[src/core/fruop_alu.sv]
// package of constants and the unary arithmetic unit for file-register ops
`timescale 1ns/10ps
package fruop_pkg;
    localparam int FRUOP_DATA_W = 8;
    localparam int FRUOP_IDX_W = 5;
    localparam int FRUOP_INSTR_W = 12;
    localparam int FRUOP_NREGS = 32;
    // opcode field is instr[11:6], dest bit instr[5], index instr[4:0]
    localparam int FRUOP_OPC_MSB = 11;
    localparam int FRUOP_OPC_LSB = 6;
    localparam int FRUOP_DEST_BIT = 5;
    localparam logic [5:0] FRUOP_OPC_COMP = 6'h09;
    localparam logic [5:0] FRUOP_OPC_DEC = 6'h03;
    localparam logic [5:0] FRUOP_OPC_DSZ = 6'h0B;
    localparam logic FRUOP_DEST_W = 1'h0;
    localparam logic FRUOP_DEST_F = 1'h1;
    localparam logic [7:0] FRUOP_RST_DATA = 8'h00;
    localparam logic [7:0] FRUOP_ONE = 8'h01;
    localparam logic FRUOP_RST_Z = 1'h0;
    typedef enum logic [1:0]
    {
        FRUOP_OP_NONE = 2'b00,
        FRUOP_OP_COMP = 2'b01,
        FRUOP_OP_DEC = 2'b10,
        FRUOP_OP_DSZ = 2'b11
    } fruop_op_t;
    typedef enum logic [0:0]
    {
        FRUOP_ST_EXEC = 1'b0,
        FRUOP_ST_SKIP = 1'b1
    } fruop_state_t;
endpackage

module fruop_alu
(
    // operation select
    input wire fruop_pkg::fruop_op_t op,
    // operand from the selected file register
    input wire logic [7:0] operand,
    // result and its zero test
    output logic [7:0] result,
    output logic result_zero
);
    always_comb
    begin
        case (op)
            fruop_pkg::FRUOP_OP_COMP: result = ~operand;
            fruop_pkg::FRUOP_OP_DEC: result = operand - fruop_pkg::FRUOP_ONE;
            fruop_pkg::FRUOP_OP_DSZ: result = operand - fruop_pkg::FRUOP_ONE;
            default: result = operand;
        endcase
        result_zero = (result == fruop_pkg::FRUOP_RST_DATA);
    end
endmodule // fruop_alu

[src/core/fruop_core.sv]
// decode and execute of complement, decrement and decrement-skip-zero
`timescale 1ns/10ps
module fruop_core
(
    // clock and synchronous reset
    input wire logic core_clk,
    input wire logic rst_n,
    // instruction stream, one word per instruction cycle
    input wire logic instr_valid,
    input wire logic [11:0] instr,
    // file register preload
    input wire logic load_en,
    input wire logic [4:0] load_addr,
    input wire logic [7:0] load_data,
    // file register peek
    input wire logic [4:0] peek_addr,
    output logic [7:0] peek_data,
    // architectural state
    output logic [7:0] work_reg,
    output logic zero_flag,
    // execution status
    output logic instr_done,
    output logic nop_exec,
    output logic skip_pending
);
    logic [7:0] file_mem [0:31];
    fruop_pkg::fruop_state_t state;
    fruop_pkg::fruop_state_t next_state;
    fruop_pkg::fruop_op_t op;
    logic dest;
    logic [4:0] idx;
    logic [7:0] operand;
    logic [7:0] result;
    logic result_zero;
    logic exec;
    logic [7:0] next_work_reg;
    logic next_zero_flag;
    logic next_instr_done;
    logic next_nop_exec;
    logic file_we;
    logic [4:0] file_wa;
    logic [7:0] file_wd;

    function automatic fruop_pkg::fruop_op_t decode_op(input logic [11:0] word);
        logic [5:0] opc;
        opc = word[fruop_pkg::FRUOP_OPC_MSB:fruop_pkg::FRUOP_OPC_LSB];
        case (opc)
            fruop_pkg::FRUOP_OPC_COMP: decode_op = fruop_pkg::FRUOP_OP_COMP;
            fruop_pkg::FRUOP_OPC_DEC: decode_op = fruop_pkg::FRUOP_OP_DEC;
            fruop_pkg::FRUOP_OPC_DSZ: decode_op = fruop_pkg::FRUOP_OP_DSZ;
            default: decode_op = fruop_pkg::FRUOP_OP_NONE;
        endcase
    endfunction

    // full 5-bit index, all 32 entries exist so no range check needed
    assign op = decode_op(instr);
    assign dest = instr[fruop_pkg::FRUOP_DEST_BIT];
    assign idx = instr[4:0];
    assign operand = file_mem[idx];
    // a word arriving while the skip slot is open is the discarded one
    assign exec = instr_valid && (state == fruop_pkg::FRUOP_ST_EXEC);

    fruop_alu u_alu
    (
        .op(op),
        .operand(operand),
        .result(result),
        .result_zero(result_zero)
    );

    always_comb
    begin
        next_state = state;
        next_work_reg = work_reg;
        next_zero_flag = zero_flag;
        next_instr_done = 1'b0;
        next_nop_exec = 1'b0;
        file_we = 1'b0;
        file_wa = load_addr;
        file_wd = load_data;
        if (load_en)
        begin
            file_we = 1'b1;
        end
        case (state)
            fruop_pkg::FRUOP_ST_EXEC:
            begin
                if (exec && op != fruop_pkg::FRUOP_OP_NONE)
                begin
                    next_instr_done = 1'b1;
                    if (dest == fruop_pkg::FRUOP_DEST_W)
                    begin
                        next_work_reg = result;
                    end
                    else
                    begin
                        // execution write wins over a preload in the same cycle
                        file_we = 1'b1;
                        file_wa = idx;
                        file_wd = result;
                    end
                    if (op != fruop_pkg::FRUOP_OP_DSZ)
                    begin
                        next_zero_flag = result_zero;
                    end
                    else if (result_zero)
                    begin
                        next_state = fruop_pkg::FRUOP_ST_SKIP;
                    end
                end
            end
            fruop_pkg::FRUOP_ST_SKIP:
            begin
                if (instr_valid)
                begin
                    // fetched word dropped, nop takes its cycle
                    next_nop_exec = 1'b1;
                    next_state = fruop_pkg::FRUOP_ST_EXEC;
                end
            end
            default: next_state = fruop_pkg::FRUOP_ST_EXEC;
        endcase
    end

    always_ff @(posedge core_clk)
    begin
        if (!rst_n)
        begin
            state <= fruop_pkg::FRUOP_ST_EXEC;
            work_reg <= fruop_pkg::FRUOP_RST_DATA;
            zero_flag <= fruop_pkg::FRUOP_RST_Z;
            instr_done <= 1'b0;
            nop_exec <= 1'b0;
            skip_pending <= 1'b0;
            peek_data <= fruop_pkg::FRUOP_RST_DATA;
        end
        else
        begin
            state <= next_state;
            work_reg <= next_work_reg;
            zero_flag <= next_zero_flag;
            instr_done <= next_instr_done;
            nop_exec <= next_nop_exec;
            skip_pending <= (next_state == fruop_pkg::FRUOP_ST_SKIP);
            peek_data <= file_mem[peek_addr];
        end
    end

    // memory not reset: file contents are undefined after reset like real ram
    always_ff @(posedge core_clk)
    begin
        if (file_we)
        begin
            file_mem[file_wa] <= file_wd;
        end
    end

    a_comp_to_w: assert property (@(posedge core_clk) disable iff (!rst_n)
        exec && op == fruop_pkg::FRUOP_OP_COMP && dest == 1'b0 |=> work_reg == ~$past(operand))
        else $error("complement to W gave wrong value");
    a_comp_to_file: assert property (@(posedge core_clk) disable iff (!rst_n)
        exec && op == fruop_pkg::FRUOP_OP_COMP && dest == 1'b1 && !load_en ##1 peek_addr == $past(idx)
        |=> peek_data == ~$past(operand, 2))
        else $error("complement to file wrote wrong value");
    a_dest_file_keeps_w: assert property (@(posedge core_clk) disable iff (!rst_n)
        exec && op != fruop_pkg::FRUOP_OP_NONE && dest == 1'b1 |=> $stable(work_reg))
        else $error("file destination changed W");
    a_dest_file_write: assert property (@(posedge core_clk) disable iff (!rst_n)
        exec && op == fruop_pkg::FRUOP_OP_DEC && dest == 1'b1 && !load_en ##1 peek_addr == $past(idx)
        |=> peek_data == $past(operand, 2) - 8'h01)
        else $error("decrement to file wrote wrong value");
    a_dec_to_w: assert property (@(posedge core_clk) disable iff (!rst_n)
        exec && op == fruop_pkg::FRUOP_OP_DEC && dest == 1'b0 |=> work_reg == $past(operand) - 8'h01)
        else $error("decrement to W gave wrong value");
    a_dsz_value_w: assert property (@(posedge core_clk) disable iff (!rst_n)
        exec && op == fruop_pkg::FRUOP_OP_DSZ && dest == 1'b0 |=> work_reg == $past(operand) - 8'h01)
        else $error("decrement-skip to W gave wrong value");
    a_dsz_to_file: assert property (@(posedge core_clk) disable iff (!rst_n)
        exec && op == fruop_pkg::FRUOP_OP_DSZ && dest == 1'b1 && !load_en ##1 peek_addr == $past(idx)
        |=> peek_data == $past(operand, 2) - 8'h01)
        else $error("decrement-skip to file wrote wrong value");
    // the slot waits for the next valid word, so no fixed cycle count here
    a_skip_discard: assert property (@(posedge core_clk) disable iff (!rst_n)
        exec && op == fruop_pkg::FRUOP_OP_DSZ && operand == 8'h01 |=> skip_pending)
        else $error("zero result did not open the skip slot");
    a_skip_nop: assert property (@(posedge core_clk) disable iff (!rst_n)
        skip_pending && instr_valid |=> nop_exec && !instr_done && !skip_pending)
        else $error("next word not replaced by a nop");
    a_nop_keeps_state: assert property (@(posedge core_clk) disable iff (!rst_n)
        skip_pending && instr_valid |=> $stable(work_reg) && $stable(zero_flag))
        else $error("discarded word changed state");
    a_no_skip_nonzero: assert property (@(posedge core_clk) disable iff (!rst_n)
        exec && op == fruop_pkg::FRUOP_OP_DSZ && operand != 8'h01 |=> !skip_pending)
        else $error("skip taken on nonzero result");
    a_zero_update: assert property (@(posedge core_clk) disable iff (!rst_n)
        exec && (op == fruop_pkg::FRUOP_OP_COMP || op == fruop_pkg::FRUOP_OP_DEC)
        |=> instr_done && zero_flag == (($past(op) == fruop_pkg::FRUOP_OP_COMP) ?
            ($past(operand) == 8'hFF) : ($past(operand) == 8'h01)))
        else $error("zero flag not updated in one cycle");
    a_dsz_keeps_z: assert property (@(posedge core_clk) disable iff (!rst_n)
        exec && op == fruop_pkg::FRUOP_OP_DSZ |=> $stable(zero_flag))
        else $error("decrement-skip changed zero flag");
    a_high_index: assert property (@(posedge core_clk) disable iff (!rst_n)
        exec && op == fruop_pkg::FRUOP_OP_COMP && idx == 5'h1F && dest == 1'b0 |=> work_reg == ~$past(file_mem[31]))
        else $error("top index not reached");

    c_skip_taken: cover property (@(posedge core_clk) disable iff (!rst_n) nop_exec);
    c_comp_file: cover property (@(posedge core_clk) disable iff (!rst_n)
        exec && op == fruop_pkg::FRUOP_OP_COMP && dest == 1'b1);
    c_dec_zero: cover property (@(posedge core_clk) disable iff (!rst_n)
        exec && op == fruop_pkg::FRUOP_OP_DEC && result_zero);
    c_dec_wrap: cover property (@(posedge core_clk) disable iff (!rst_n)
        exec && op == fruop_pkg::FRUOP_OP_DEC && operand == 8'h00);
    c_high_index: cover property (@(posedge core_clk) disable iff (!rst_n)
        exec && op == fruop_pkg::FRUOP_OP_COMP && idx == 5'h1F && dest == 1'b0);
endmodule // fruop_core

[config.mk]
export PLATFORM = sky130hd
export DESIGN_NAME = fruop_core
export DESIGN_NICKNAME = d
export VERILOG_FILES = /design/src/core/fruop_alu.sv /design/src/core/fruop_core.sv
export SDC_FILE = /design/constraint.sdc
export NUM_CORES = 1
export LEC_CHECK = 0
export BUFFER_PORTS_ARGS = -buffer_cell sky130_fd_sc_hd__buf_4
export CELL_PAD_IN_SITES_DETAIL_PLACEMENT = 0
export CELL_PAD_IN_SITES_GLOBAL_PLACEMENT = 2
export CORE_MARGIN = 2
export CORE_UTILIZATION = 45
export DETAILED_ROUTE_END_ITERATION = 10
export PLACE_DENSITY_LB_ADDON = 0.12
export SLEW_MARGIN = 20
export SYNTH_ARGS = -nofsm -noshare
export SYNTH_HDL_FRONTEND = slang
export SYNTH_HIERARCHICAL = 1
export SYNTH_SLANG_ARGS = --single-unit
[constraint.sdc]
create_clock -name core_clk -period 5.4 [get_ports core_clk]
set_input_delay 0.27 -clock core_clk [delete_from_list [all_inputs] [get_ports core_clk]]
set_output_delay 0.27 -clock core_clk [all_outputs]
set_load 0.01 [all_outputs]
==> run_results.csv, run 1 <==
group,metric,value,unit
clock_network,path_clk_slew,0.06,ns
worst_setup_path,start_kind,"primary input",
synthesis,synth.most_common_cell,"edfxtp_1",
clock_network,worstSkewPairLatency,0.56,ns
power_and_ir_drop,clkPwrFrac,41.5,%
timing,rsz0062_at_grt,"false",
clock_network,clockBufferDepth,3,
synthesis,synth_common_cells,"edfxtp_1, mux4_2, nor4_1",
power_and_ir_drop,netSwitchingFraction,23.2,%
floorplan,num_rows,62,
min_path,hp-class,"primary input to flop",
synthesis,ys.flop_type,"edfxtp_1",
run,drv_cap,0,
power_and_ir_drop,seqPwrFrac,49.2,%
power_and_ir_drop,peakVddDrop,0.209,mV
route,vias,7400,
status,status,"complete, no violations",
clock_network,htreeDepth,1,
synthesis,synth_largest_area_cell,"edfxtp_1",
synthesis,synth_fa_ha_area_share,0.0946,%
timing,final.min_clock_period,4.21,ns
global_route,grt_antenna_before_repair,1,
synthesis,ys_seq_area_share,61.2,%
worst_setup_path,r2r_cells,9,
power_and_ir_drop,p_leak,0.00488,uW
route,post_drt_via_cell_ratio,6.44,
route,drc,0,
timing,hold_violations,0,
worst_setup_path,cpPeakStageDelay,0.83,ns
synthesis,synth_top_family_by_area,"multiplexers",
timing,finalCritPeriodShare,77.9,%
final_layout,drive_gt1_share,43.1,%
route,avgRoutedWirePerCell,31.0,um
clock_network,cts.sinks,276,
route,drtIter0Drc,816,
power_and_ir_drop,power,4820,uW
synthesis,synthArstFlopShare,0,%
final_layout,fin_nets,776,
floorplan,die_height,175,um
worst_setup_path,path_class,"primary input to flop",
timing,drv_slew,0,
route,ant_nets,0,
final_layout,n_antenna_cell,0,
timing,final-setup-viol-count,0,
synthesis,synth_xor_area_share,0.596,%
synthesis,synth_compound_area_share,1.98,%
synthesis,yosys-mux-area-fraction,29.5,%
power_and_ir_drop,p_switching,1120,uW
worst_setup_path,crit_top_cell,"mux4_2",
global_route,grt_first_pass_wirelength,52.3,mm
min_path,hold_path_depth,2,
route,routed_wl,35.7,mm
floorplan,chipWidth,175,um
synthesis,synth_area_leaders,"edfxtp_1, mux4_2, dfxtp_1",
global_route,overflow,0,
route,firstDrtPassIters,7,
worst_setup_path,cp_max_fo,32,
clock_network,cts_tree,"built",
place,place_hpwl,22.3,mm
synthesis,synth.avg_cell_area,19.5,sq um
floorplan,die-area,0.0308,sq mm
timing,skew,0.0238,ns
synthesis,netlist_area,0.0132,sq mm
synthesis,yosys_warnings,6,
timing,worst_slew_pin_slew,1.16,ns
final_layout,area_growth,15.8,%
worst_setup_path,crit_chain,"buf_4, buf_12, mux4_2, mux4_2, mux2_2, inv_1, ha_1, nand2_1, o41ai_1, xor2_1, mux2_1",
final_layout,largest_reg_flops,256,
clock_network,root_buffer,"clkbuf_16",
power_and_ir_drop,powerDensity,315,mW/mm^2
place,port_buffers,53,
worst_setup_path,crit_required,5.61,ns
worst_setup_path,rrSetupSlack,1.30,ns
worst_setup_path,r2r_start,"file_mem[19][1]",
synthesis,synth_top_area_share,58.1,%
power_and_ir_drop,intPower,3700,uW
place,gp_congestion,0.789,
timing,relSlewSlack,22.2,%
min_path,holdCritStartpoint,"peek_addr[4]",
timing,fmax,238,MHz
synthesis,synth_edf_count,256,
floorplan,ios,54,
timing,holdWs,0.0590,ns
synthesis,synth_fp_nets,713,
worst_setup_path,arrival,4.42,ns
clock_network,cts_buffers,30,
worst_setup_path,cp-end-kind,"flop",
synthesis,synthSimpleGateAreaFrac,4.64,%
synthesis,ys_types,44,
synthesis,synth_seq_cells,276,
floorplan,core-area,0.0288,sq mm
timing,fin_tns_setup,0,ns
min_path,whs_endpoint,"peek_data[1]",
worst_setup_path,cp_slowest_cell,"mux2_1",
synthesis,synthCells,678,
worst_setup_path,r2r-end,"file_mem[17][6]",
floorplan,start_util,45.9,%
power_and_ir_drop,p_comb_share,9.3,%
global_route,grt_max_degree,57,
final_layout,fill_cells,2267,
global_route,grt_pass1_vias,7647,
global_route,grtUsageTotal,23.7,%
## worst max-delay path, delay by kind of cell
kind	cells	cell delay, ns
buffers and inverters	3	0.84
xor gates and xnor gates	1	0.32
muxes	4	2.19
adders and majority gates	1	0.20
AOI/OAI and AO/OA	1	0.41
and+or+nand+nor	1	0.09
## per-stage QoR
stage               cells  area [sq um]  setup WS [ns]  utilization (%)
finish               1149         15300           1.19             53.2
global route         1149         15300          0.835             53.2
CTS                  1148         15300           1.14             53.1
detailed placement   1090         14300          0.544             49.7
global placement     1090         14300          0.768             49.7
floorplan             678         13200           1.39                -
## metal layers
metal | vias to the layer above | part of all wire [%] | global-route usage (%)
li1 | 3077 | - | -
met1 | 3909 | 42 | 34.8
met2 | 358 | 48 | 37.9
met3 | 56 | 7.8 | 3.53
met4 | 0 | 2.2 | 5.79
met5 | - | 0 | 0
## kinds of logic after synthesis
kind of cell             after synthesis
XOR/XNOR                               9
AO/OA/AOI/OAI                         33
buffers and inverters                 55
multiplexers                         205
flip-flops                           276
adder cells (fa/ha/maj)                1
AND/OR/NAND/NOR                       99
## placed cells by master, fill, tap and decap left out, types with 8 or more instances in the layout
| cell | count |
|---|---|
| mux2i_1 | 19 |
| edfxtp_1 | 256 |
| nor2b_1 | 17 |
| o221ai_1 | 8 |
| mux2_2 | 34 |
| a22oi_1 | 8 |
| nor4_4 | 15 |
| clkinv_2 | 8 |
| nor4_1 | 18 |
| dfxtp_1 | 20 |
| buf_4 | 80 |
| nand2_1 | 10 |
| mux4_2 | 144 |
| a31oi_1 | 10 |
| clkbuf_16 | 31 |
| nor2_1 | 8 |
## timing repair
item                      4_1_cts  5_1_grt
hold endpoints to repair        2        0
gates resized for setup         0        0
setup buffers                   0        0
hold buffers                    2        0
## worst max path at each step
stage,startpoint,end,slack [ns]
after floorplan,instr[0],file_mem[0][5],1.39
after global placement,instr[0],file_mem[25][6],0.77
after detailed placement,instr[0],file_mem[27][6],0.54
after CTS,instr[0],file_mem[17][6],1.14
after global routing,instr[0],file_mem[16][6],0.83
final,instr[0],file_mem[17][6],1.19
## area by class of cell
type / instances / area (sq um) / area share [%]
clock buffer: 34 / 787 / 5.14
clock inverter: 22 / 180 / 1.18
inverter: 2 / 7.51 / 0.0490
multi-input combinational: 347 / 5110 / 33.4
sequential: 276 / 8090 / 52.8
tap: 384 / 480 / 3.14
timing repair buffer: 84 / 654 / 4.27
## power groups by stage
stage / Sequential, uW / Clock [uW] / Combinational (uW)
finish: 2370 / 2000 / 447
global route: 2370 / 2110 / 477
CTS: 2370 / 2030 / 451
detailed placement: 2410 / 0 / 449
global placement: 2410 / 0 / 442
floorplan: 2410 / 0 / 291
No activity file was read; power rests on OpenSTA's default activity.
==> run 2: changes to the inputs <==
--- a/config.mk
+++ b/config.mk
@@ -9,7 +9,7 @@
 export CELL_PAD_IN_SITES_DETAIL_PLACEMENT = 0
 export CELL_PAD_IN_SITES_GLOBAL_PLACEMENT = 2
 export CORE_MARGIN = 2
-export CORE_UTILIZATION = 45
+export CORE_UTILIZATION = 44
 export DETAILED_ROUTE_END_ITERATION = 10
 export PLACE_DENSITY_LB_ADDON = 0.12
 export SLEW_MARGIN = 20
==> constraint.sdc (replaced) <==
create_clock -name core_clk -period 3.4 [get_ports core_clk]
set_input_delay 0.17 -clock core_clk [delete_from_list [all_inputs] [get_ports core_clk]]
set_output_delay 0.17 -clock core_clk [all_outputs]
set_load 0.01 [all_outputs]
==> run 2 against run 1 <==
  * Flip-flop and latch count is the same
  * Largest power group unchanged
  * First-iteration DRC count increased by 9.7%
  * Final area rose by 3.5%
  * Global-route usage is 0.66 points higher
  * Die area is 2.2% higher
  * Worst setup slack got worse by 1.1 ns
  * Hold slack worse by 0.031 ns
  * Count of clock-buffer cells in the layout up 10
  * Highest routed layer unchanged
  * Largest cell class unchanged
  * Register-to-register slack lost 1.2 ns
==> run_results.csv, run 2 (synthesis results as in run 1) <==
group,metric,value,unit
status,status,"complete, no violations",
timing,worst_slew_pin_slew,1.06,ns
route,vias,7755,
route,ant_nets,0,
final_layout,mostFrequentLayoutCells,"edfxtp_1, mux4_2, buf_4",
floorplan,num_rows,63,
clock_network,path_clk_slew,0.06,ns
worst_setup_path,start_kind,"flop",
power_and_ir_drop,peakVddDrop,0.419,mV
route,firstDrtPassIters,5,
timing,finalCritPeriodShare,97.9,%
route,avgRoutedWirePerCell,31.0,um
timing,hold_violations,0,
place,dpl-instance-area,0.0147,sq mm
floorplan,ios,54,
place,gp_congestion,0.827,
global_route,grt_first_pass_wirelength,54.3,mm
clock_network,root_buffer,"clkbuf_16",
clock_network,clockBufferDepth,3,
worst_setup_path,cpPeakStageDelay,0.60,ns
worst_setup_path,crit_chain,"mux4_2, mux4_2, mux2_4, or4b_4, nand3_1, nand3_4, mux2_4",
floorplan,chipWidth,177,um
final_layout,layout_commonest_cell,"edfxtp_1",
floorplan,start_util,44.6,%
worst_setup_path,cp_slowest_cell,"or4b_4",
place,port_buffers,53,
worst_setup_path,crit_required,3.68,ns
global_route,grtUsageTotal,24.4,%
worst_setup_path,cp_max_fo,8,
run,drv_cap,0,
floorplan,die-area,0.0315,sq mm
route,routed_wl,37.5,mm
clock_network,cts_buffers,30,
clock_network,worstSkewPairLatency,0.55,ns
final_layout,fill_cells,2372,
worst_setup_path,path_class,"flop to flop",
final_layout,area_growth,19.9,%
power_and_ir_drop,power,7740,uW
clock_network,cts_tree,"built",
final_layout,largest_reg_flops,256,
timing,fmax,300,MHz
timing,rsz0062_at_grt,"true",
clock_network,cts.sinks,276,
power_and_ir_drop,powerDensity,488,mW/mm^2
route,drtIter0Drc,895,
global_route,grt_max_degree,46,
worst_setup_path,arrival,3.60,ns
final_layout,fin_area,0.0159,sq mm
timing,final-setup-viol-count,0,
worst_setup_path,cp-end-kind,"flop",
clock_network,htreeDepth,1,
route,post_drt_via_cell_ratio,6.40,
global_route,grt_antenna_before_repair,0,
place,place_hpwl,24.5,mm
timing,final.min_clock_period,3.33,ns
global_route,overflow,0,
timing,fin_tns_setup,0,ns
timing,holdWs,0.0281,ns
timing,relSlewSlack,27.6,%
timing,skew,0.0114,ns
timing,drv_slew,0,
final_layout,n_antenna_cell,0,
final_layout,drive_gt1_share,47.0,%
min_path,hp-class,"primary input to flop",
global_route,grt_pass1_vias,7882,
final_layout,fin_nets,832,
power_and_ir_drop,p_leak,0.00524,uW
floorplan,die_height,177,um
route,drc,0,
floorplan,core-area,0.0296,sq mm
run 2: cell count changes in the layout (fill, tap and decap cells not counted), sizes merged:
cell | previous run | this run
clkinv | 17 | 9
mux2 | 40 | 44
clkinvlp | 2 | 1
buf | 81 | 131
clkbuf | 35 | 44
dlygate4sd3 | 2 | 5
inv | 3 | 2
run 2: path summary, 6_finish.rpt:
kind / from / to / slack [ns] / cells after the start
setup / recovery: file_mem[27][0] / file_mem[20][5] / 0.07 / 7
hold / removal: rst_n / work_reg[3] / 0.03 / 2
setup reg to reg: file_mem[27][0] / file_mem[20][5] / 0.07 / 7
hold reg to reg: work_reg[7] / work_reg[7] / 0.53 / 2
run 2: power by group:
part | total, uW | internal (uW) | switching [uW]
Sequential | 3760 | 3750 | 12.5
Clock | 3160 | 1880 | 1280
Combinational | 811 | 382 | 429
Total | 7740 | 6010 | 1730
run 2: layer usage:
| metal | GRT usage [%] | wire [um] | part of all wire, % | vias up |
|---|---|---|---|---|
| met5 | 0 | 0 | 0 | - |
| met4 | 8.13 | 1330 | 3.5 | 0 |
| met3 | 4.91 | 3340 | 8.9 | 85 |
| met2 | 38.7 | 17700 | 47 | 409 |
| met1 | 34.1 | 15100 | 40 | 4071 |
| li1 | - | - | - | 3190 |
run 2: repair_timing:
item	CTS	global route
endpoints found under the hold margin	9	0
gates cloned	2	2
resized for setup	3	10
buffers inserted	1	1
setup endpoints to repair	66	114
hold buffers	5	0
pin swaps	2	3
run 2: worst max-delay path: cells and delay by family (launching register included):
| family | cells | cell delay (ns) |
|---|---|---|
| and+or+nand+nor | 3 | 0.98 |
| DFF | 1 | 0.39 |
| muxes | 4 | 1.67 |
run 2: area by class of cell:
| class | count | area [sq um] | share of cell area, % |
|---|---|---|---|
| multi-input combinational | 351 | 5100 | 32.2 |
| sequential | 276 | 8090 | 51.0 |
| tap | 390 | 488 | 3.08 |
| clock inverter | 12 | 108 | 0.679 |
| clock buffer | 44 | 855 | 5.39 |
| inverter | 2 | 7.51 | 0.0474 |
| timing repair buffer | 136 | 1210 | 7.62 |
run 2: metrics by stage:
step / worst slack, ns / instances / util [%]
global route: -0.0532 / 1211 / 53.5
finish: 0.0704 / 1211 / 53.5
global placement: -0.215 / 1144 / 49.6
floorplan: 0.0109 / 678 / -
detailed placement: -0.269 / 1144 / 49.6
CTS: 0.00604 / 1208 / 53.2
